File: src/shared/unb_uart_consts.vh
// Constants for the nine-bit serial port and its rate generators.
// Assumes an eight-bit special-function-register address space.
`ifndef UNB_UART_CONSTS_VH
`define UNB_UART_CONSTS_VH

// Register addresses
`define UNB_ADDR_SERIAL_CONTROL 8'h98
`define UNB_ADDR_SERIAL_BUFFER 8'h99
`define UNB_ADDR_BAUD_FRACTION 8'h9d
`define UNB_ADDR_BAUD_TIMER_CONTROL 8'h9e

// Serial control bit positions
`define UNB_SC_MODE_UPPER 7
`define UNB_SC_MODE_LOWER 6
`define UNB_SC_MULTIPROC 5
`define UNB_SC_RX_ENABLE 4
`define UNB_SC_TX_NINTH 3
`define UNB_SC_RX_NINTH 2
`define UNB_SC_TX_DONE 1
`define UNB_SC_RX_DONE 0

// Mode encodings of the two mode-select bits
`define UNB_MODE_SHIFT 2'h0
`define UNB_MODE_FIXED9 2'h2

// Baud fraction and baud timer control fields
`define UNB_BF_TIMER_EN 7
`define UNB_BF_FRAC_HI 5
`define UNB_BF_FRAC_LO 0
`define UNB_BF_READ_MASK 8'hbf
`define UNB_BT_DIV_HI 2
`define UNB_BT_DIV_LO 0
`define UNB_BT_EXT_HI 4
`define UNB_BT_EXT_LO 3
`define UNB_FRAC_ONE 8'h40

// Timer 1 autoreload mode nibble
`define UNB_T1_AUTORELOAD 4'h2

// Sixteen ticks per bit, mid-bit at tick eight
`define UNB_TICK_LAST 4'hf
`define UNB_TICK_MID 4'h7
// Shift-register mode divides the core clock by twelve
`define UNB_DIV12_LAST 4'hb
// Bits after the start bit: nine-bit and eight-bit frames
`define UNB_TX_BITS_NINE 4'ha
`define UNB_TX_BITS_EIGHT 4'h9
// Index of the last receive sample (ninth bit or stop bit)
`define UNB_RX_LAST_SAMPLE 4'h8

`endif

File: src/unb_uart.v
// Serial port with nine-bit modes and all bit-rate generators.
// Assumes a core that writes and reads registers on one clock, and
// a remote node on the asynchronous receive and transmit lines.
//
// Summary of operation
// - Upper mode bit 1, lower 0 selects fixed-rate nine-bit mode.
// - Nine-bit frame: start 0, eight data LSB first, ninth bit, stop 1.
// - Fixed-rate mode: core clock over 32, or over 16 with rate double.
// - Buffer write loads data and transmit ninth bit into shift register.
// - Frame starts at the next bit boundary (sixteenth tick) after the load.
// - Transmit-done flag set when stop bit reaches the line.
// - Without extended mode, frame accepted only if receive-done is clear.
// - With multiprocessor filter set, accept only frames with ninth bit 1.
// - Failed acceptance drops the frame and leaves receive-done alone.
// - Accepted frame fills buffer, receive ninth bit, sets receive-done.
// - Both mode bits set: as fixed mode, rate from timers per direction.
// - Any buffer write transmits; reception needs receive enable set.
// - Shift-register mode runs at core clock over twelve.
// - Timer 1 source: overflow rate times two-to-rate-double over 32.
// - Timer 1 autoreload: core clock over 256 minus reload, same scaling.
// - Timer 2 select bits give Timer 2 to receive or transmit.
// - Timer 2 rate is core clock over 16 times 65536 minus reload.
// - UART timer uses integer, extended and fractional dividers.
// - UART timer rate: clock over 16, 2^dividers, one plus fraction/64.
// - In variable modes, UART timer enable overrides rate double and Timer 2 selects.
`timescale 1ns/1ps
`include "unb_uart_consts.vh"

module unb_uart (
   input wire clk,
   input wire resetn,
   input wire [7:0] sfr_addr,
   input wire [7:0] sfr_wdata,
   input wire sfr_wr,
   input wire sfr_rd,
   output reg [7:0] sfr_rdata,
   input wire rate_double,
   input wire extended_serial_enable,
   input wire rx_timer2_select,
   input wire tx_timer2_select,
   input wire [3:0] timer_mode_upper,
   input wire [7:0] timer1_reload_value,
   input wire timer1_overflow,
   input wire [7:0] timer2_reload_high,
   input wire [7:0] timer2_reload_low,
   input wire rxd,
   output reg txd
);

   localparam RX_IDLE = 2'b00;
   localparam RX_START = 2'b01;
   localparam RX_DATA = 2'b10;

   reg [7:0] serial_control;
   reg [7:0] rx_buffer;
   reg [7:0] baud_fraction;
   reg [7:0] baud_timer_control;

   wire [1:0] mode = serial_control[`UNB_SC_MODE_UPPER:`UNB_SC_MODE_LOWER];
   wire nine_bit = serial_control[`UNB_SC_MODE_UPPER];
   wire timer_en = baud_fraction[`UNB_BF_TIMER_EN];
   wire buf_wr = sfr_wr && (sfr_addr == `UNB_ADDR_SERIAL_BUFFER);

   // Register reads, answered one cycle after the strobe
   always @(posedge clk or negedge resetn) begin
      if (!resetn) begin
         sfr_rdata <= 8'h00;
      end else if (sfr_rd) begin
         if (sfr_addr == `UNB_ADDR_SERIAL_CONTROL) begin
            sfr_rdata <= serial_control;
         end else if (sfr_addr == `UNB_ADDR_SERIAL_BUFFER) begin
            sfr_rdata <= rx_buffer;
         end else if (sfr_addr == `UNB_ADDR_BAUD_FRACTION) begin
            sfr_rdata <= baud_fraction & `UNB_BF_READ_MASK;
         end else if (sfr_addr == `UNB_ADDR_BAUD_TIMER_CONTROL) begin
            sfr_rdata <= baud_timer_control;
         end else begin
            sfr_rdata <= 8'h00;
         end
      end
   end

   // Flags set by the engines; a set beats a same-cycle write
   reg ti_set;
   reg ri_set;
   reg rx_ninth;
   always @(posedge clk or negedge resetn) begin
      if (!resetn) begin
         serial_control <= 8'h00;
         baud_fraction <= 8'h00;
         baud_timer_control <= 8'h00;
      end else begin
         if (sfr_wr && sfr_addr == `UNB_ADDR_SERIAL_CONTROL)
            serial_control <= sfr_wdata;
         if (sfr_wr && sfr_addr == `UNB_ADDR_BAUD_FRACTION)
            baud_fraction <= sfr_wdata;
         if (sfr_wr && sfr_addr == `UNB_ADDR_BAUD_TIMER_CONTROL)
            baud_timer_control <= sfr_wdata;
         if (ti_set)
            serial_control[`UNB_SC_TX_DONE] <= 1'b1;
         if (ri_set) begin
            serial_control[`UNB_SC_RX_NINTH] <= rx_ninth;
            serial_control[`UNB_SC_RX_DONE] <= 1'b1;
         end
      end
   end

   // Free half-rate toggle and divide-by-twelve for fixed rates
   reg half;
   reg [3:0] div12;
   always @(posedge clk or negedge resetn) begin
      if (!resetn) begin
         half <= 1'b0;
         div12 <= 4'h0;
      end else begin
         half <= ~half;
         div12 <= (div12 == `UNB_DIV12_LAST) ? 4'h0 : div12 + 4'h1;
      end
   end
   wire m0_bit = (div12 == `UNB_DIV12_LAST);
   wire m2_tick = rate_double | half;

   // Timer 1: internal autoreload counter or external overflow
   reg [7:0] t1_cnt;
   reg t1_half;
   wire t1_auto = (timer_mode_upper == `UNB_T1_AUTORELOAD);
   wire t1_wrap = (t1_cnt == 8'hff);
   wire t1_ovf = t1_auto ? t1_wrap : timer1_overflow;
   always @(posedge clk or negedge resetn) begin
      if (!resetn) begin
         t1_cnt <= 8'h00;
         t1_half <= 1'b0;
      end else begin
         // Idle counter holds the reload so the first overflow is a full period
         if (t1_auto)
            t1_cnt <= t1_wrap ? timer1_reload_value : t1_cnt + 8'h01;
         else
            t1_cnt <= timer1_reload_value;
         if (t1_ovf)
            t1_half <= ~t1_half;
      end
   end
   wire t1_tick = t1_ovf && (rate_double || t1_half);

   // Timer 2 in bit-rate mode, 16-bit reload
   reg [15:0] t2_cnt;
   wire t2_run = rx_timer2_select | tx_timer2_select;
   wire t2_tick = t2_run && (t2_cnt == 16'hffff);
   always @(posedge clk or negedge resetn) begin
      if (!resetn) begin
         t2_cnt <= 16'h0000;
      end else if (t2_run) begin
         t2_cnt <= t2_tick ? {timer2_reload_high, timer2_reload_low}
                           : t2_cnt + 16'h0001;
      end else begin
         // Unselected timer waits at the reload, not at zero
         t2_cnt <= {timer2_reload_high, timer2_reload_low};
      end
   end

   // UART timer: power-of-two prescale, then fractional accumulator
   wire [3:0] ut_shift = {1'b0, baud_timer_control[`UNB_BT_DIV_HI:`UNB_BT_DIV_LO]}
                       + {2'b00, baud_timer_control[`UNB_BT_EXT_HI:`UNB_BT_EXT_LO]};
   wire [7:0] ut_frac = {2'b00, baud_fraction[`UNB_BF_FRAC_HI:`UNB_BF_FRAC_LO]};
   reg [9:0] ut_pre;
   reg [7:0] ut_acc;
   wire [9:0] ut_last = (10'h001 << ut_shift) - 10'h001;
   wire ut_en = (ut_pre == ut_last);
   wire [7:0] ut_sum = ut_acc + `UNB_FRAC_ONE;
   wire ut_tick = ut_en && (ut_sum >= `UNB_FRAC_ONE + ut_frac);
   always @(posedge clk or negedge resetn) begin
      if (!resetn) begin
         ut_pre <= 10'h000;
         ut_acc <= 8'h00;
      end else if (timer_en) begin
         ut_pre <= ut_en ? 10'h000 : ut_pre + 10'h001;
         if (ut_en)
            ut_acc <= ut_tick ? ut_sum - (`UNB_FRAC_ONE + ut_frac) : ut_sum;
      end else begin
         ut_pre <= 10'h000;
         ut_acc <= 8'h00;
      end
   end

   // Per-direction tick selection, sixteen ticks per bit
   reg tx_tick;
   reg rx_tick;
   always @* begin
      if (mode == `UNB_MODE_FIXED9) begin
         tx_tick = m2_tick;
         rx_tick = m2_tick;
      end else if (timer_en) begin
         tx_tick = ut_tick;
         rx_tick = ut_tick;
      end else begin
         tx_tick = tx_timer2_select ? t2_tick : t1_tick;
         rx_tick = rx_timer2_select ? t2_tick : t1_tick;
      end
   end

   // Transmitter
   reg [3:0] tx_div;
   reg [9:0] tx_sh;
   reg [3:0] tx_left;
   reg tx_pend;
   wire tx_bit = (mode == `UNB_MODE_SHIFT) ? m0_bit
               : (tx_tick && tx_div == `UNB_TICK_LAST);
   always @(posedge clk or negedge resetn) begin
      if (!resetn) begin
         tx_div <= 4'h0;
         tx_sh <= 10'h3ff;
         tx_left <= 4'h0;
         tx_pend <= 1'b0;
         txd <= 1'b1;
         ti_set <= 1'b0;
      end else begin
         ti_set <= 1'b0;
         if (tx_tick)
            tx_div <= tx_div + 4'h1;
         if (buf_wr) begin
            // Stop, ninth bit, then data shifted LSB first
            tx_sh <= {1'b1, nine_bit ? serial_control[`UNB_SC_TX_NINTH] : 1'b1,
                      sfr_wdata};
            tx_pend <= 1'b1;
            tx_left <= 4'h0;
            txd <= 1'b1;
         end else if (tx_bit) begin
            if (tx_pend) begin
               txd <= 1'b0;
               tx_pend <= 1'b0;
               tx_left <= nine_bit ? `UNB_TX_BITS_NINE : `UNB_TX_BITS_EIGHT;
            end else if (tx_left != 4'h0) begin
               txd <= tx_sh[0];
               tx_sh <= {1'b1, tx_sh[9:1]};
               tx_left <= tx_left - 4'h1;
               if (tx_left == 4'h1)
                  ti_set <= 1'b1;
            end
         end
      end
   end

   // Receive line synchroniser
   reg rxd_meta;
   reg rxd_s;
   always @(posedge clk or negedge resetn) begin
      if (!resetn) begin
         rxd_meta <= 1'b1;
         rxd_s <= 1'b1;
      end else begin
         rxd_meta <= rxd;
         rxd_s <= rxd_meta;
      end
   end

   // Receiver
   reg [1:0] rx_state;
   reg [3:0] rx_div;
   reg [3:0] rx_n;
   reg [7:0] rx_sh;
   reg rx_armed;
   wire rx_ok = (extended_serial_enable || !serial_control[`UNB_SC_RX_DONE]) &&
                (!serial_control[`UNB_SC_MULTIPROC] || rxd_s);
   always @(posedge clk or negedge resetn) begin
      if (!resetn) begin
         rx_state <= RX_IDLE;
         rx_div <= 4'h0;
         rx_n <= 4'h0;
         rx_sh <= 8'h00;
         rx_armed <= 1'b0;
         rx_buffer <= 8'h00;
         rx_ninth <= 1'b0;
         ri_set <= 1'b0;
      end else begin
         ri_set <= 1'b0;
         if (rx_tick) begin
            case (rx_state)
               RX_IDLE: begin
                  rx_div <= 4'h0;
                  if (rxd_s) begin
                     rx_armed <= 1'b1;
                  end else if (rx_armed && mode != `UNB_MODE_SHIFT &&
                               serial_control[`UNB_SC_RX_ENABLE]) begin
                     rx_armed <= 1'b0;
                     rx_state <= RX_START;
                  end
               end
               RX_START: begin
                  rx_div <= rx_div + 4'h1;
                  if (rx_div == `UNB_TICK_MID) begin
                     rx_div <= 4'h0;
                     rx_n <= 4'h0;
                     rx_state <= rxd_s ? RX_IDLE : RX_DATA;
                  end
               end
               RX_DATA: begin
                  rx_div <= rx_div + 4'h1;
                  if (rx_div == `UNB_TICK_LAST) begin
                     rx_n <= rx_n + 4'h1;
                     if (rx_n == `UNB_RX_LAST_SAMPLE) begin
                        // Final shift pulse: accept or drop whole frame
                        rx_state <= RX_IDLE;
                        if (rx_ok) begin
                           rx_buffer <= rx_sh;
                           rx_ninth <= rxd_s;
                           ri_set <= 1'b1;
                        end
                     end else begin
                        rx_sh <= {rxd_s, rx_sh[7:1]};
                     end
                  end
               end
               default: begin
                  rx_state <= RX_IDLE;
               end
            endcase
         end
      end
   end

endmodule

File: config.mk
export PLATFORM = sky130hd
export DESIGN_NAME = unb_uart
export DESIGN_NICKNAME = d
export VERILOG_FILES = /design/src/unb_uart.v
export VERILOG_INCLUDE_DIRS = /design/src /design/src/shared
export SDC_FILE = /design/constraint.sdc
export NUM_CORES = 1
export LEC_CHECK = 0
export ABC_CLOCK_PERIOD_IN_PS = 9700
export BUFFER_PORTS_ARGS = -buffer_cell sky130_fd_sc_hd__buf_2
export CAP_MARGIN = 30
export CORE_MARGIN = 2
export CORE_UTILIZATION = 60
export DETAILED_ROUTE_END_ITERATION = 10
export GPL_TIMING_DRIVEN = 0
export PLACE_DENSITY = 0.8
export SETUP_SLACK_MARGIN = 0.5
export SLEW_MARGIN = 20
export SYNTH_ARGS = -nofsm -noshare
export SYNTH_HDL_FRONTEND = slang
export SYNTH_SLANG_ARGS = --single-unit
File: constraint.sdc
create_clock -name clk -period 9.7 [get_ports clk]
set_input_delay 1.94 -clock clk [delete_from_list [all_inputs] [get_ports clk]]
set_output_delay 1.94 -clock clk [all_outputs]
set_load 0.03 [all_outputs]
==> results of run 1 <==
==> sequential cells by signal, summed over array words and instances, names as in the netlist, 2 cells and up <==
signal,flops
tx_div,4
rx_buffer,8
tx_sh,9
rx_sh,8
rx_n,4
ut_acc,8
div12,4
rx_state,2
t2_cnt,16
baud_timer_control,8
serial_control,8
baud_fraction,7
sfr_rdata,8
ut_pre,10
t1_cnt,8
tx_left,4
rx_div,4
==> layout make-up <==
class | instances | share of cell area
multi-input combinational | 521 | 0.434
clock buffer | 18 | 0.0531
sequential | 130 | 0.395
inverter | 30 | 0.0136
clock inverter | 14 | 0.0247
tap | 143 | 0.0216
timing repair buffer | 62 | 0.0410
buffer | 32 | 0.0163
==> worst paths after layout <==
| kind | startpoint | end | slack, ps | cells after the start |
|---|---|---|---|---|
| setup / recovery | baud_timer_control[3] | rx_buffer[6] | 4360 | 19 |
| hold / removal | rxd_meta | rxd_s | 360 | 0 |
| setup reg to reg | baud_timer_control[3] | rx_buffer[6] | 4360 | 19 |
| hold reg to reg | rxd_meta | rxd_s | 360 | 0 |
| max in group asynchronous | resetn | tx_sh[1] | 7420 | 2 |
| min in group asynchronous | resetn | t2_cnt[11] | 1490 | 1 |
==> worst max-delay path, cell delays in order (launching register included) <==
cell       delay [ps]
dfrtp_1           420
ha_1              230
inv_1              70
fa_1              410
buf_2             200
nand2b_1          210
o21ai_0           340
nand3_1           130
ha_1              200
clkbuf_1          260
xnor2_1           200
nor2_1            110
a32o_1            140
a221oi_1           70
nand4bb_1         310
or4b_4            630
and2_4            160
buf_6             130
nor4_4            590
mux2_2            420
==> metal layers <==
metal | wire, um | share of wire | track usage
met1 | 7490 | 0.44 | 0.362
met2 | 8240 | 0.49 | 0.455
met3 | 722 | 0.043 | 0.0552
met4 | 425 | 0.025 | 0.116
met5 | 0 | 0 | 0
==> report_power, final <==
group          total, mW  switching (mW)  leakage [nW]  internal (mW)
Combinational      0.389           0.214          1.71          0.175
Sequential         0.699          0.0720          1.64          0.627
Clock              0.696           0.255         0.309          0.441
Total               1.78           0.541          3.65           1.24
==> metrics by stage <==
step	setup slack, ps	hold slack [ps]	util	power, mW	cell area [sq um]
after floorplan	4750	345	-	0.973	7110
after global placement	4260	349	0.662	1.05	7590
after detailed placement	4180	351	0.665	1.08	7620
after CTS	4340	358	0.721	1.79	8270
after global routing	4020	363	0.721	1.87	8270
final	4360	356	0.721	1.78	8270
==> cells in the final DEF (no fill, tap or decap), types with 4 or more instances in the layout <==
master	n
buf_2	61
bufinv_16	4
nor2b_1	12
and3_1	8
a222oi_1	8
xnor2_1	26
o22ai_1	5
nand4_1	5
clkinv_4	4
dfstp_2	12
nand3b_1	7
nand2b_1	16
nand2_1	62
clkbuf_16	17
clkbuf_1	25
o31ai_1	4
ha_1	25
nor4_1	4
a31oi_1	12
inv_1	30
dfrtp_1	118
mux2_2	44
mux2i_1	20
o21a_1	7
a21boi_0	4
xor2_1	15
a211oi_1	4
o21ai_0	34
a21oi_1	37
nand3_1	23
nor3_1	10
nor2_1	74
and2_1	5
==> cell families after synthesis <==
logic type,count (synthesis),synth area share
AND/OR/NAND/NOR,247,0.176
AO/OA/AOI/OAI,142,0.132
flip-flops,130,0.460
multiplexers,64,0.0979
buffers and inverters,62,0.0348
XOR/XNOR,41,0.0505
adder cells (fa/ha/maj),27,0.0496
==> results_dict.tcl, run 1 <==
set metrics [dict create \
    hold_viol 0 \
    synth_top_area_share 0.415 \
    dp_hpwl_um 11700 \
    cts_tree "built" \
    rows 39 \
    cts.repair.resized 0 \
    ys_warn_count 0 \
    synth_enable_flop_cells 0 \
    layout-drive-gt1-share 0.204 \
    power_density_mw_per_mm2 216 \
    synthesis.area_sq_mm 0.00711 \
    ys_top_cells_by_area "dfrtp_1, mux2_2, dfstp_2" \
    fin_skew_ps 13.8 \
    io_buffers 60 \
    fin_nets 875 \
    final_cells 950 \
    die_area_sq_mm 0.0127 \
    slew_headroom 0.460 \
    grt_pass1_wl_um 28300 \
    wl_um 16900 \
    synth_cells 713 \
    viasPerCell 6.06 \
    timing.critical_path.fanout_max 10 \
    fill_cells 831 \
    grt_antenna_before_repair 0 \
    fmax_ghz 0.187 \
    dr.pass1.iters 5 \
    ys_types 66 \
    yosysSeqAreaShare 0.460 \
    setup_viol 0 \
    synth_most_common_cell "dfrtp_1" \
    diodes 0 \
    clock_latency_ps 420 \
    clk_transition_reported_paths_ps 60 \
    cts_buffers 17 \
    multi_input_area_sq_mm 0.00359 \
    synth_top_area_cell "dfrtp_1" \
    syn2layout_area_growth_pct 16.3 \
    end_kind "register" \
    hold_path.class "register to register" \
    timing.final.crit_share 0.550 \
    clockBufferDepth 2 \
    cts_root_buf "clkbuf_16" \
    drt.antenna.violating_nets 0 \
    design.core.area_sq_mm 0.0115 \
    die_w_um 113 \
    maxCapViolations 0 \
    ys_ff_latch 130 \
    rsz0062_at_grt "no" \
    peakVddDrop_mv 0.213 \
    drt_iter0_drc 437 \
    maxSlewViolCount 0 \
    place.gp.congestion 0.907 \
    worst_pin_slew_ps 807 \
    start_kind "register" \
    grt_max_degree 73 \
    layout_min_cycle_time_ps 5340 \
    post_cts_buffers 0 \
    synth_commonest_cells "dfrtp_1, nor2_1, nand2_1" \
    die_h_um 113 \
    drc 0 \
    crit_type "register to register" \
    status "finished, final reports clean" \
    worstPathRequired_ps 10000 \
    synthFlopType "dfrtp_1" \
    synth_nets 794 \
    dp.cells 917 \
    h-tree-depth 4 \
    initial_core_util 0.620 \
    seq_area_sq_mm 0.00327 \
    avgSynthCellArea_sq_um 9.97 \
    vias 5754 \
    synthArstFlopShare 1.00 \
    wire_per_inst_um 17.8 \
    gr-total-overflow 0 \
    grt_use_total 0.277 \
    cts_hold_buf 0 \
    critical_path_arrival_ps 5640 \
    cts.sinks 130 \
    first_global_vias 5874 \
    leakage_nw 3.65 \
    finalSetupTns_ps 0 \
    ios 63 \
]
No activity file was read; power rests on OpenSTA's default activity.
==> inputs of run 2 (changes only) <==
--- a/config.mk
+++ b/config.mk
@@ -6,14 +6,15 @@
 export SDC_FILE = /design/constraint.sdc
 export NUM_CORES = 1
 export LEC_CHECK = 0
-export ABC_CLOCK_PERIOD_IN_PS = 9700
+export ABC_AREA = 1
+export ABC_CLOCK_PERIOD_IN_PS = 4800
 export BUFFER_PORTS_ARGS = -buffer_cell sky130_fd_sc_hd__buf_2
 export CAP_MARGIN = 30
 export CORE_MARGIN = 2
-export CORE_UTILIZATION = 60
+export CORE_UTILIZATION = 54
 export DETAILED_ROUTE_END_ITERATION = 10
 export GPL_TIMING_DRIVEN = 0
-export PLACE_DENSITY = 0.8
+export PLACE_DENSITY = 0.76
 export SETUP_SLACK_MARGIN = 0.5
 export SLEW_MARGIN = 20
 export SYNTH_ARGS = -nofsm -noshare
==> constraint.sdc (replaced) <==
create_clock -name clk -period 4.8 [get_ports clk]
set_input_delay 0.96 -clock clk [delete_from_list [all_inputs] [get_ports clk]]
set_output_delay 0.96 -clock clk [all_outputs]
set_load 0.03 [all_outputs]
==> run 2 against run 1 <==
Effect of this change: combinational power rose by 110%; utilization fell by 7.6 points; die area rose by 11%.
==> results_dict.tcl, run 2 <==
set metrics [dict create \
    hold_path.class "register to register" \
    cts_root_buf "clkbuf_16" \
    clk_transition_reported_paths_ps 50 \
    largest_reg_flops 16 \
    cp.depth 23 \
    grt_pass1_wl_um 25800 \
    synth_top_area_cell "dfrtp_1" \
    die_w_um 119 \
    cp_num_buf_inv 3 \
    synth_cells 872 \
    ys_types 48 \
    largestRegisters "t2_cnt (16), ut_pre (10), tx_sh (9)" \
    rsz0062_at_grt "no" \
    initial_core_util 0.559 \
    viasPerCell 5.13 \
    diodes 0 \
    cp-endpoint "tx_left[0]" \
    crit_type "register to register" \
    dr.pass1.iters 5 \
    place.gp.congestion 0.862 \
    grt_use_total 0.227 \
    ys_top_cells_by_area "dfrtp_1, nand2_1, inv_1" \
    dp_hpwl_um 10900 \
    crit-reg2reg-launch "baud_timer_control[0]" \
    hold-worst-slack_ps 356 \
    rows 41 \
    fill_cells 1147 \
    leakage_nw 4.04 \
    max_stage_delay_ps 480 \
    gr-total-overflow 0 \
    drt.antenna.violating_nets 0 \
    design.core.area_sq_mm 0.0127 \
    end_kind "register" \
    place_area_sq_mm 0.00767 \
    layout_min_cycle_time_ps 3680 \
    dp.cells 1106 \
    ios 63 \
    first_global_vias 5660 \
    grt_antenna_before_repair 1 \
    fmax_ghz 0.272 \
    crit_family "simple AND/OR/NAND/NOR gates" \
    cts.repair.resized 0 \
    ys_warn_count 0 \
    synthFlopType "dfrtp_1" \
    worst_pin_slew_ps 649 \
    cts_tree "built" \
    die_h_um 119 \
    synth_top_area_share 0.415 \
    synth_enable_flop_cells 0 \
    vias 5837 \
    drt_iter0_drc 426 \
    layout-drive-gt1-share 0.161 \
    synth_nets 953 \
    timing.final.crit_share 0.766 \
    slowest_stage "fa_1" \
    syn2layout_area_growth_pct 15.4 \
    timing.critical_path.fanout_max 6 \
    h-tree-depth 4 \
    final_cell_mix "nand2_1, dfrtp_1, inv_1" \
    crit_chain "ha_1 -> inv_1 -> fa_1 -> inv_1 -> nor2_4 -> nand3_1 -> ha_1 -> inv_1 -> o21bai_1 -> nor2_1 -> nand2_1 -> nand2_1 -> nand2_1 -> nor2_1 -> nand3_1 -> nand2_2 -> nand3_1 -> nand2_2 -> nand2_2 -> nand3_2 -> nand2_1 -> nand2_1 -> nand2_1" \
    start_kind "register" \
    ff2ff_path_depth 23 \
    final_cells 1138 \
    slew_headroom 0.564 \
    wire_per_inst_um 13.2 \
    r2r_setup_slack_ps 1120 \
    fin_skew_ps 9.51 \
    post-place-ws_ps 1200 \
    finalSetupTns_ps 0 \
    status "finished, final reports clean" \
    cts_buffers 17 \
    mostFrequentLayoutCell "nand2_1" \
    critical_path_arrival_ps 3990 \
    synthesis.area_sq_mm 0.00711 \
    drc 0 \
    clockBufferDepth 2 \
    hold_viol 0 \
    crit_top_cell "nand2_1" \
    grt_max_degree 83 \
    wl_um 15000 \
    regMostFlops "t2_cnt" \
    worstPathRequired_ps 5110 \
    cts.sinks 130 \
    synthArstFlopShare 1.00 \
    cp-startpoint "baud_timer_control[0]" \
    fin_nets 1034 \
    fin_area_sq_mm 0.00821 \
    cts_hold_buf 0 \
    setup_ws_ps 1120 \
    r2r-end "tx_left[0]" \
    post_cts_buffers 0 \
    maxSlewViolCount 0 \
    io_buffers 61 \
    avgSynthCellArea_sq_um 8.16 \
    synth_most_common_cell "nand2_1" \
    die_area_sq_mm 0.0141 \
    ys_ff_latch 130 \
    power_density_mw_per_mm2 417 \
    maxCapViolations 0 \
    synth_commonest_cells "nand2_1, dfrtp_1, inv_1" \
    yosysSeqAreaShare 0.459 \
    clock_latency_ps 420 \
    setup_viol 0 \
    peakVddDrop_mv 0.248 \
]
run 2: cell count changes in the layout (fill, tap and decap cells not counted), sizes merged, moves of 10 or more:
cell | before | now
nor2b | 12 | 0
a31oi | 12 | 2
nand2 | 62 | 222
mux2i | 20 | 2
mux2 | 44 | 6
clkbuf | 45 | 30
nand3 | 23 | 50
inv | 33 | 120
xnor2 | 26 | 12
nand2b | 16 | 0
o21ai | 34 | 97
run 2: kinds of logic (layout without fill, tap and decap cells):
logic type / after synthesis / in the layout / synth area share
mux: 8 / 8 / 0.0123
compound gates: 154 / 154 / 0.127
buf+inv: 134 / 228 / 0.0760
flops: 130 / 130 / 0.459
fa+ha+maj: 27 / 27 / 0.0496
xor+xnor: 35 / 35 / 0.0431
simple gates: 384 / 384 / 0.233
run 2: metal layers:
metal | part of all wire | track usage
met2 | 0.45 | 0.352
met5 | 0 | 0
met1 | 0.48 | 0.308
met4 | 0.016 | 0.0789
met3 | 0.055 | 0.0608
run 2: power breakdown:
group          switching (mW)  total (mW)  internal [mW]
logic                   0.515       0.832          0.317
registers               0.131        1.41           1.27
clock network           0.465        1.18          0.720
total                    1.11        3.42           2.31
run 2: worst min path at each step:
stage / from / to / slack, ps / cells past startpoint
global placement: rxd_meta / rxd_s / 350 / 0
floorplan: rxd_meta / rxd_s / 350 / 0
CTS: rxd_meta / rxd_s / 360 / 0
finish: rxd_meta / rxd_s / 360 / 0
detailed placement: rxd_meta / rxd_s / 350 / 0
global route: rxd_meta / rxd_s / 370 / 0
run 2: cell type report:
class	instances	area [sq um]	area share
multi-input cells	608	3300	0.402
flip-flops and latches	130	3270	0.398
inverters	121	457	0.0556
clock buffers	22	454	0.0553
repair buffers	62	343	0.0417
well taps	172	215	0.0262
clock inverters	10	86.3	0.0105
plain buffers	13	83.8	0.0102
run 2: through the flow:
step	utilization	power [mW]
3_3_place_gp	0.600	2.21
6_report	0.645	3.42
2_1_floorplan	-	2.03
3_5_place_dp	0.603	2.25
4_1_cts	0.645	3.45
5_1_grt	0.645	3.65
